File: src/rtl/adc_cal_defines.vh
// Constants for the calibration access and window comparator block
// Overview of operation
// - Offset coefficient is 14-bit unsigned; 0x2000 means no offset change.
// - Gain coefficient is 13-bit unsigned; 0x1000 means unchanged slope.
// - Pointer location field picks the coefficient byte reached by data reg.
// - Auto-increment bit set bumps location after each data read or write.
// - Converter-select bit picks converter 0 or converter 1 coefficients.
// - Data register reads selected byte from the coefficient store, which reset does not load; write replaces it.
// - Every converter-0 result is compared to limits; hit sets window flag.
// - Window flag serves as interrupt source or polled status bit.
// - Single-ended mode compares result and limits as unsigned words.
// - Differential mode compares as two's complement, 0xffff is minus one.
// - Less-than above greater-than: flag set only strictly inside window.
// - Less-than below greater-than: flag set strictly outside window.
// - Linearity 0x00-0x12, offset 0x13-0x14, gain 0x15-0x16 per converter.
// - Calibration start bit is cleared by device when calibration finishes.
`ifndef ADC_CAL_DEFINES_VH
`define ADC_CAL_DEFINES_VH

// Register addresses
`define ADDR_CAL_POINTER 8'hba
`define ADDR_CAL_DATA 8'hbb
`define ADDR_WIN_LT_HIGH 8'hc7
`define ADDR_WIN_LT_LOW 8'hc6
`define ADDR_WIN_GT_HIGH 8'hc5
`define ADDR_WIN_GT_LOW 8'hc4
`define ADDR_CONV0_CTRL 8'he8
`define ADDR_CAL_START 8'hbc

// Pointer fields and reset
`define PTR_POINTER_AUTO_INCREMENT_BIT 7
`define PTR_SEL_BIT 6
`define PTR_LOC_MSB 5
`define PTR_RESET 8'hd7

// Control register fields
`define CTRL_WIN_FLAG_BIT 5
`define CTRL_DIFF_BIT 0
`define CTRL_RESET 8'h00
`define LIMIT_RESET 8'h00

// Coefficient map
`define LOC_LIN_LAST 6'h12
`define LOC_OFFSET_LO 6'h13
`define LOC_OFFSET_HI 6'h14
`define LOC_GAIN_LO 6'h15
`define LOC_GAIN_HI 6'h16
`define COEF_DEPTH 23
`define OFFSET_MID 14'h2000
`define GAIN_MID 13'h1000
`define COEF_LO_RESET 8'h00
`define OFFSET_HI_RESET 6'h20
`define GAIN_HI_RESET 5'h10
`define START_RESET 2'h0

`endif

File: src/rtl/coef_memory.v
// Two-bank coefficient byte store with registered read data
module coef_memory (
    // Clock
    input wire core_clk,
    // Write port
    input wire wr_en,
    input wire [6:0] wr_addr,
    input wire [7:0] wr_data,
    // Read port
    input wire [6:0] rd_addr,
    output reg [7:0] rd_data
);
    reg [7:0] mem [0:127];

    always @(posedge core_clk) begin
        if (wr_en) begin
            mem[wr_addr] <= wr_data;
        end
        rd_data <= mem[rd_addr];
    end
endmodule

File: src/rtl/adc_cal_window.v
// Calibration coefficient access and converter-0 window comparator
`include "adc_cal_defines.vh"
module adc_cal_window (
    // Clock and reset
    input wire core_clk,
    input wire rst_n,
    // Special function register port
    input wire [7:0] sfr_addr,
    input wire sfr_wr,
    input wire sfr_rd,
    input wire [7:0] sfr_wdata,
    output reg [7:0] sfr_rdata,
    // Converter 0 result
    input wire conv0_done,
    input wire [15:0] conv0_result,
    // Calibration engine
    input wire [1:0] cal_finished,
    output reg [1:0] cal_start_out,
    output reg [13:0] conv0_offset,
    output reg [12:0] conv0_gain,
    output reg [13:0] conv1_offset,
    output reg [12:0] conv1_gain,
    // Window event
    output reg window_hit_flag
);
    // Software visible registers
    reg [7:0] calibration_pointer_reg;
    reg [7:0] calibration_pointer_next;
    reg [7:0] window_greater_than_high_reg;
    reg [7:0] window_greater_than_low_reg;
    reg [7:0] window_less_than_high_reg;
    reg [7:0] window_less_than_low_reg;
    reg [7:0] converter0_control_reg;
    reg [7:0] converter0_control_next;
    reg [1:0] cal_start_next;

    // Read path
    reg rd_data_pending_reg;
    reg [7:0] rdata_next;

    // Window comparator
    reg [15:0] gt_word;
    reg [15:0] lt_word;
    reg [16:0] res_k;
    reg [16:0] gt_k;
    reg [16:0] lt_k;
    reg above_gt;
    reg below_lt;
    reg hit;

    // Decoded strobes and coefficient paths
    wire ptr_wr;
    wire data_wr;
    wire data_rd;
    wire ctrl_wr;
    wire start_wr;
    wire coef_access;
    wire loc_valid;
    wire [6:0] mem_addr;
    wire [7:0] mem_rdata;
    wire [1:0] bank_sel;
    wire [27:0] offset_flat;
    wire [25:0] gain_flat;
    wire diff_mode;
    wire [5:0] loc;

    assign diff_mode = converter0_control_reg[`CTRL_DIFF_BIT];
    assign loc = calibration_pointer_reg[`PTR_LOC_MSB:0];
    assign ptr_wr = sfr_wr && (sfr_addr == `ADDR_CAL_POINTER);
    assign data_wr = sfr_wr && (sfr_addr == `ADDR_CAL_DATA);
    assign data_rd = sfr_rd && (sfr_addr == `ADDR_CAL_DATA);
    assign ctrl_wr = sfr_wr && (sfr_addr == `ADDR_CONV0_CTRL);
    assign start_wr = sfr_wr && (sfr_addr == `ADDR_CAL_START);
    assign coef_access = data_wr || data_rd;

    // Only the documented locations are stored; others read as zero
    assign loc_valid = (loc <= `LOC_GAIN_HI);

    // Converter select forms the bank bit of the store
    assign mem_addr = {calibration_pointer_reg[`PTR_SEL_BIT], loc};
    assign bank_sel = {calibration_pointer_reg[`PTR_SEL_BIT],
                       ~calibration_pointer_reg[`PTR_SEL_BIT]};

    coef_memory coef_memory_inst (
        .core_clk(core_clk),
        .wr_en(data_wr && loc_valid),
        .wr_addr(mem_addr),
        .wr_data(sfr_wdata),
        .rd_addr(mem_addr),
        .rd_data(mem_rdata)
    );

    // Offset and gain bytes also live in flops so they can drive ports
    genvar c;
    generate
        for (c = 0; c < 2; c = c + 1) begin : conv_coef
            reg [7:0] offset_lo_reg;
            reg [5:0] offset_hi_reg;
            reg [7:0] gain_lo_reg;
            reg [4:0] gain_hi_reg;

            always @(posedge core_clk) begin
                if (!rst_n) begin
                    offset_lo_reg <= `COEF_LO_RESET;
                    offset_hi_reg <= `OFFSET_HI_RESET;
                    gain_lo_reg <= `COEF_LO_RESET;
                    gain_hi_reg <= `GAIN_HI_RESET;
                end else if (data_wr && bank_sel[c]) begin
                    if (loc == `LOC_OFFSET_LO) begin
                        offset_lo_reg <= sfr_wdata;
                    end else if (loc == `LOC_OFFSET_HI) begin
                        offset_hi_reg <= sfr_wdata[5:0];
                    end else if (loc == `LOC_GAIN_LO) begin
                        gain_lo_reg <= sfr_wdata;
                    end else if (loc == `LOC_GAIN_HI) begin
                        gain_hi_reg <= sfr_wdata[4:0];
                    end
                end
            end

            assign offset_flat[c*14 +: 14] = {offset_hi_reg, offset_lo_reg};
            assign gain_flat[c*13 +: 13] = {gain_hi_reg, gain_lo_reg};
        end
    endgenerate

    // Coefficient codes leave the block as plain unsigned words
    always @(posedge core_clk) begin
        if (!rst_n) begin
            conv0_offset <= `OFFSET_MID;
            conv1_offset <= `OFFSET_MID;
            conv0_gain <= `GAIN_MID;
            conv1_gain <= `GAIN_MID;
        end else begin
            conv0_offset <= offset_flat[13:0];
            conv1_offset <= offset_flat[27:14];
            conv0_gain <= gain_flat[12:0];
            conv1_gain <= gain_flat[25:13];
        end
    end

    // Pointer update, auto-increment after each data access
    always @* begin
        calibration_pointer_next = calibration_pointer_reg;
        if (ptr_wr) begin
            calibration_pointer_next = sfr_wdata;
        end else if (coef_access &&
                     calibration_pointer_reg[`PTR_POINTER_AUTO_INCREMENT_BIT]) begin
            calibration_pointer_next[`PTR_LOC_MSB:0] = loc + 6'h01;
        end
    end

    always @(posedge core_clk) begin
        if (!rst_n) begin
            calibration_pointer_reg <= `PTR_RESET;
        end else begin
            calibration_pointer_reg <= calibration_pointer_next;
        end
    end

    // Limit bytes, one register each
    always @(posedge core_clk) begin
        if (!rst_n) begin
            window_greater_than_high_reg <= `LIMIT_RESET;
        end else if (sfr_wr && sfr_addr == `ADDR_WIN_GT_HIGH) begin
            window_greater_than_high_reg <= sfr_wdata;
        end
    end

    always @(posedge core_clk) begin
        if (!rst_n) begin
            window_greater_than_low_reg <= `LIMIT_RESET;
        end else if (sfr_wr && sfr_addr == `ADDR_WIN_GT_LOW) begin
            window_greater_than_low_reg <= sfr_wdata;
        end
    end

    always @(posedge core_clk) begin
        if (!rst_n) begin
            window_less_than_high_reg <= `LIMIT_RESET;
        end else if (sfr_wr && sfr_addr == `ADDR_WIN_LT_HIGH) begin
            window_less_than_high_reg <= sfr_wdata;
        end
    end

    always @(posedge core_clk) begin
        if (!rst_n) begin
            window_less_than_low_reg <= `LIMIT_RESET;
        end else if (sfr_wr && sfr_addr == `ADDR_WIN_LT_LOW) begin
            window_less_than_low_reg <= sfr_wdata;
        end
    end

    // Window comparison; sign bit flipped so one unsigned compare serves
    always @* begin
        gt_word = {window_greater_than_high_reg,
                   window_greater_than_low_reg};
        lt_word = {window_less_than_high_reg, window_less_than_low_reg};
        res_k = {1'b0, conv0_result[15] ^ diff_mode, conv0_result[14:0]};
        gt_k = {1'b0, gt_word[15] ^ diff_mode, gt_word[14:0]};
        lt_k = {1'b0, lt_word[15] ^ diff_mode, lt_word[14:0]};
        above_gt = res_k > gt_k;
        below_lt = res_k < lt_k;
        if (lt_k > gt_k) begin
            hit = above_gt && below_lt;
        end else begin
            hit = above_gt || below_lt;
        end
    end

    // Hardware set wins over a software clear in the same cycle
    always @* begin
        converter0_control_next = converter0_control_reg;
        if (ctrl_wr) begin
            converter0_control_next = sfr_wdata;
        end
        if (conv0_done && hit) begin
            converter0_control_next[`CTRL_WIN_FLAG_BIT] = 1'b1;
        end
    end

    // Start bits: software sets, finish pulse clears; a new set wins
    always @* begin
        cal_start_next = cal_start_out & ~cal_finished;
        if (start_wr) begin
            cal_start_next = cal_start_next | sfr_wdata[1:0];
        end
    end

    always @(posedge core_clk) begin
        if (!rst_n) begin
            converter0_control_reg <= `CTRL_RESET;
            window_hit_flag <= 1'b0;
            cal_start_out <= `START_RESET;
        end else begin
            converter0_control_reg <= converter0_control_next;
            window_hit_flag <=
                converter0_control_next[`CTRL_WIN_FLAG_BIT];
            cal_start_out <= cal_start_next;
        end
    end

    // Register read mux
    always @* begin
        rdata_next = 8'h00;
        if (sfr_addr == `ADDR_CAL_POINTER) begin
            rdata_next = calibration_pointer_reg;
        end else if (sfr_addr == `ADDR_WIN_LT_HIGH) begin
            rdata_next = window_less_than_high_reg;
        end else if (sfr_addr == `ADDR_WIN_LT_LOW) begin
            rdata_next = window_less_than_low_reg;
        end else if (sfr_addr == `ADDR_WIN_GT_HIGH) begin
            rdata_next = window_greater_than_high_reg;
        end else if (sfr_addr == `ADDR_WIN_GT_LOW) begin
            rdata_next = window_greater_than_low_reg;
        end else if (sfr_addr == `ADDR_CONV0_CTRL) begin
            rdata_next = converter0_control_reg;
        end else if (sfr_addr == `ADDR_CAL_START) begin
            rdata_next = {6'h00, cal_start_out};
        end
    end

    // Store data arrive a cycle after the strobe, so a coefficient
    // read answers one cycle later than the other registers; a read of
    // another register in the cycle right after it is lost
    always @(posedge core_clk) begin
        if (!rst_n) begin
            rd_data_pending_reg <= 1'b0;
            sfr_rdata <= 8'h00;
        end else begin
            rd_data_pending_reg <= data_rd && loc_valid;
            if (rd_data_pending_reg) begin
                sfr_rdata <= mem_rdata;
            end else if (sfr_rd) begin
                sfr_rdata <= rdata_next;
            end
        end
    end
endmodule

File: config.mk
export PLATFORM = sky130hd
export DESIGN_NAME = adc_cal_window
export DESIGN_NICKNAME = d
export VERILOG_FILES = /design/src/rtl/coef_memory.v /design/src/rtl/adc_cal_window.v
export VERILOG_INCLUDE_DIRS = /design/src /design/src/rtl
export SDC_FILE = /design/constraint.sdc
export NUM_CORES = 2
export LEC_CHECK = 0
export BUFFER_PORTS_ARGS = -buffer_cell sky130_fd_sc_hd__buf_2
export CORE_ASPECT_RATIO = 1.25
export CORE_MARGIN = 2
export CORE_UTILIZATION = 25
export CTS_CLUSTER_DIAMETER = 50
export DETAILED_ROUTE_END_ITERATION = 10
export GPL_ROUTABILITY_DRIVEN = 0
export PLACE_DENSITY = 0.41
export SLEW_MARGIN = 0
export SYNTH_ARGS = -nofsm -noshare
export SYNTH_HDL_FRONTEND = slang
export SYNTH_HIERARCHICAL = 1
export SYNTH_SLANG_ARGS = --single-unit
File: constraint.sdc
create_clock -name core_clk -period 3.4 [get_ports core_clk]
set_input_delay 0.68 -clock core_clk [delete_from_list [all_inputs] [get_ports core_clk]]
set_output_delay 0.68 -clock core_clk [all_outputs]
set_load 0.03 [all_outputs]
Word level (Yosys, flattened, before mapping)
Memory sizes are Yosys's and may differ from the RTL's. A register that Yosys moved wholly into a read port is not among the register bits.
Cells that the tools add are included.
- bits in registers: 167
- memory bits (writable): 1024
- bits of input ports: 39
- logic and storage cells: 97
- memories kept: 1
- add/sub/neg operators: 1
- $lt $le $gt $ge: 4
- equal/unequal tests: 12
- mux-type cells: 17
- bitwise operators: 10
- reductions and logical operators: 29
- memories (name ; words ; bits a word ; read ports ; clocked after Yosys merged registers in ; wr ports ; line ; text):
    coef_memory_inst.mem ; 128 ; 8 ; 1 ; 1 ; 1 ; coef_memory.v:13 ; reg [7:0] mem [0:127];
- operators with widths (operator ; count):
    == test 8 bit (second input constant) ; 8
    2-to-1 mux 8 bit ; 8
    greater-than comparator 16 bit ; 2
    == test 6 x 5 -> 1 bit (second input constant) ; 4
    2-to-1 mux 6 bit ; 3
    logical AND 1 bit ; 16
    < comparator 16 bit ; 1
    AND reduction 5 bit ; 2
    AND reduction 4 bit ; 2
    adder 6 x 1 -> 6 bit (second input constant) ; 1
    <= comparator 6 x 5 -> 1 bit (second input constant) ; 1
    AND reduction 3 bit ; 2
    nonzero test 2 bit ; 3
    2-to-1 mux 1 bit ; 4
    2-to-1 mux 2 bit ; 2
    NOT 1 bit ; 4
    AND reduction 2 bit ; 2
    bitwise XOR 1 bit ; 3
    bitwise AND 2 bit ; 1
    logical OR 1 bit ; 2
    NOT 2 bit ; 1
    OR 2 bit ; 1

Longest topological paths before layout
- depth after elaboration: 10
- gate-level depth with buffers: 11

Modules after synthesis
Netlist, hierarchy kept.
- by module, submodules not included (module ; instances ; cells an instance ; area an instance (um^2) ; seq. area each (um^2)):
    coef_memory ; 1 ; 1635 ; 39665.5 ; 30909.6
    adc_cal_window ; 1 ; 785 ; 7592.3 ; 3343.2

Worst setup path before layout
No wires, ideal clock.
- path type: input -> register
- start point: input port sfr_addr[6]
- end point: memory coef_memory_inst.mem[30][0], enable pin
- library setup time: 0.371 ns
- arrival time: 2.570 ns
- required time: 3.029 ns
- path slack: 0.459 ns
- stages on the path: 9
- cell sequence: nand4b_4 nor3_4 nand3b_1 nor2_1 clkbuf_1 nor2b_1 nand3_1 clkbuf_1 nor2_1
- longest elaborated chain between the ends: 5
- RTL lines (item ; line ; text):
    from (decl) ; adc_cal_window.v:8 ; input wire [7:0] sfr_addr,
    == test 8 bit (no source line) ; n/a ;
    logical AND 1 bit ; adc_cal_window.v:70 ; assign data_wr = sfr_wr && (sfr_addr == `ADDR_CAL_DATA);
    logical AND 1 bit ; adc_cal_window.v:86 ; .wr_en(data_wr && loc_valid),
    2-to-1 mux 1 bit ; coef_memory.v:16 ; if (wr_en) begin
    2-to-1 mux 1 bit (implied by the code) ; coef_memory.v:17 ; mem[wr_addr] <= wr_data;
    to (decl) ; coef_memory.v:13 ;
Every way passes these cells.

==> out/results.txt <==
Max Cap Violations: 0
power share of the clock group: 0.460
crit-path max FO: 28
Post-CTS Setup Inserts: 0
Boundary Pins: 104
Hold Vio Cnt, Final: 0
Final Cell Area: 56900 um^2
Syn Std Cell Area: 47300 um^2
worst relative slew slack: 0.411
placed cells: 5146
first-pass GRT wire length: 192000 um
initial antenna violation count: 6
min-delay src: cal_finished[0]
Yosys cell types: 70
count leader, synth: edfxtp_1
Sequential Power Share: 0.521
CTS Sinks: 1199
total track usage: 0.139
R2R setup slack: 150 ps
Cell Count, Final, Fillers Out: 5398
Leakage: 19.2 nW
post-detail-place hpwl: 87700 um
clock transition at the registers of the reported paths: 60 ps
syn_nets: 2510
Comb pwr share: 0.019
detailed-route wire length: 134000 um
Post-synth top cells: edfxtp_1 (1024), mux4_2 (341), nor2_1 (225), dfxtp_1 (175), mux2i_1 (86)
syn avg cell area: 19.5 um^2
clk_skew: 28.5 ps
required time worst endpoint: 4060 ps
Post-CTS Hold Fix Bufs: 0
max reg flops: 1024
Final min period: 3250 ps
drt pass-1 iters: 7
Int Power: 0.0239 W
vias in the first global route: 25802
setup TNS: 0 ps
sw frac: 0.217
DRT antenna net count: 0
DR DRC count: 0
Slew Limit Fails: 0
worst flop-to-flop path endpoint: coef_memory_inst/rd_data[4]$_DFF_P_
maximum VDD drop: 0.000443 V
CP Data Arrival Time: 3910 ps
Synth area leaders: edfxtp_1 (65%), mux4_2 (16%), dfxtp_1 (7.4%)
number of synthesized flops with an enable pin: 1024
cells after synthesis: 2420
fraction of layout cells with a size suffix above 1: 0.323
Critical Path Source Type: flop
Placed Instance Area: 52600 um^2
crit end category: flop
starting DRC count in detailed routing: 1685
final hold slack: 209 ps
Row Count: 178
cts bufs inserted: 135
number of port buffers: 103
Initial Util: 0.251
leading area contributor after synthesis: edfxtp_1
Area Growth Syn to Fin: 20.5%
Power, Total: 0.0306 W
GR Overflow Total: 0
worst min-delay path category: input pin to flop
NumNets Final: 2853
Worst Hold Path EP: cal_start_out[0]$_SDFF_PN0_
largest net degree at the start of global routing: 91
CTS tree: built
worst r2r src: calibration_pointer_reg[0]$_SDFFE_PN1P_
clock latency on the worst-skew pair: 790 ps
PD cells: 537 nW/um^2
height of the die: 490 um
Crit Path Category: flop to flop
synth warn: 6
DR vias: 24053
R2R cell count: 6
number of H-tree levels: 4
outcome: completed
register area share after synthesis: 0.725
Seq cells post-synth: 1199
fmax: 308 MHz
CTS root buf: clkbuf_16
Synth async-reset ratio: 0
Psw: 0.00664 W
ratio of final minimum period to clock period: 0.956
Avg WL per Cell: 24.8 um
RSZ-0062 raised after global routing: false
WHS Path Cells: 4
Setup Viol. Count Final: 0
worst-margin pin slew: 884 ps
Die X: 393 um
top cell type's share of synthesized area: 0.651
Top FF cell, synth: edfxtp_1
Core Box Area: 188000 um^2
Via-to-Cell Ratio: 4.46
Die Area: 193000 um^2
CTS max path bufs: 3
## routing by layer
layer,up-vias,track usage,part of all wire
li1,10439,-,-
met1,12873,0.171,0.41
met2,555,0.249,0.53
met3,186,0.0213,0.037
met4,0,0.0437,0.027
met5,-,0,0
## critical path, stage by stage, from the launching register on
cell and delay [ps]:
dfxtp_4 490, buf_12 200, buf_12 260, mux4_2 610
mux4_2 590, mux4_2 620, mux2_2 310
## power groups by stage
stage	Clock [W]	Sequential (W)	Combinational, W
finish	0.0141	0.0159	0.000582
global route	0.0150	0.0159	0.000638
CTS	0.0145	0.0159	0.000607
detailed placement	0	0.0163	0.000607
global placement	0	0.0163	0.000587
floorplan	0	0.0163	0.000184
## timing repair
item / 4_1_cts / 5_1_grt
resized for setup: 2 / 2
cloned: 0 / 0
setup endpoints to repair: 18 / 9
## stage by stage
step,util,setup slack (ps)
3_5_place_dp,0.280,-167
3_3_place_gp,0.280,-252
4_1_cts,0.303,84.1
2_1_floorplan,-,459
6_report,0.303,150
5_1_grt,0.303,19.6
## final cells by class
type | count | area (um^2)
fill | 18351 | 131000
sequential | 1199 | 34300
multi-input combinational | 1050 | 12200
clock buffer | 161 | 3560
tap | 2520 | 3150
timing repair buffer | 338 | 2810
clock inverter | 89 | 743
inverter | 39 | 146
antenna | 2 | 5.00
## how the worst max path moves through the flow
stage                                            startpoint  depth (start not counted)                                     to
floorplan                                       sfr_addr[6]                          9  coef_memory_inst/mem[30][0]$_DFFE_PP_
global placement                                sfr_addr[2]                         11   coef_memory_inst/mem[6][5]$_DFFE_PP_
detailed placement                              sfr_addr[2]                         11   coef_memory_inst/mem[6][3]$_DFFE_PP_
CTS                 calibration_pointer_reg[0]$_SDFFE_PN1P_                         13   coef_memory_inst/mem[2][0]$_DFFE_PP_
global route        calibration_pointer_reg[0]$_SDFFE_PN1P_                         12   coef_memory_inst/mem[6][1]$_DFFE_PP_
finish              calibration_pointer_reg[0]$_SDFFE_PN1P_                          6    coef_memory_inst/rd_data[4]$_DFF_P_
## logic make-up after synthesis
kind of cell,after synthesis,share of synthesized area
flops,1199,0.725
simple gates,456,0.0473
mux,436,0.183
buf+inv,171,0.0162
compound gates,104,0.0148
fa+ha+maj,51,0.0135
xor+xnor,3,0.000556
## cells in the final DEF, fill, tap and decap left out, drive strengths merged, types with 3 or more instances in the layout
cell      Yosys  final
nand4         8      8
nor2        230    230
a311o         6      6
nand2        71     71
and2b         3      3
clkinv        0     57
mux2          9      9
o221ai        3      3
nand3        29     29
a21o          7      7
a22oi         8      8
o211ai        5      5
nand4b        4      4
a21boi        3      3
inv          39     57
edfxtp     1024   1024
clkbuf       74    161
or3           4      4
nor2b        12     12
clkinvlp      0     11
a21oi        37     37
o21ai        13     13
nor3         13     13
mux4        341    341
and2         52     52
ha           51     51
nand2b       11     11
mux2i        86     86
bufinv        0      3
and3          5      5
and4          4      4
a211o         3      3
buf          58    338
dfxtp       175    175
Power figures use the tool's default switching activity.
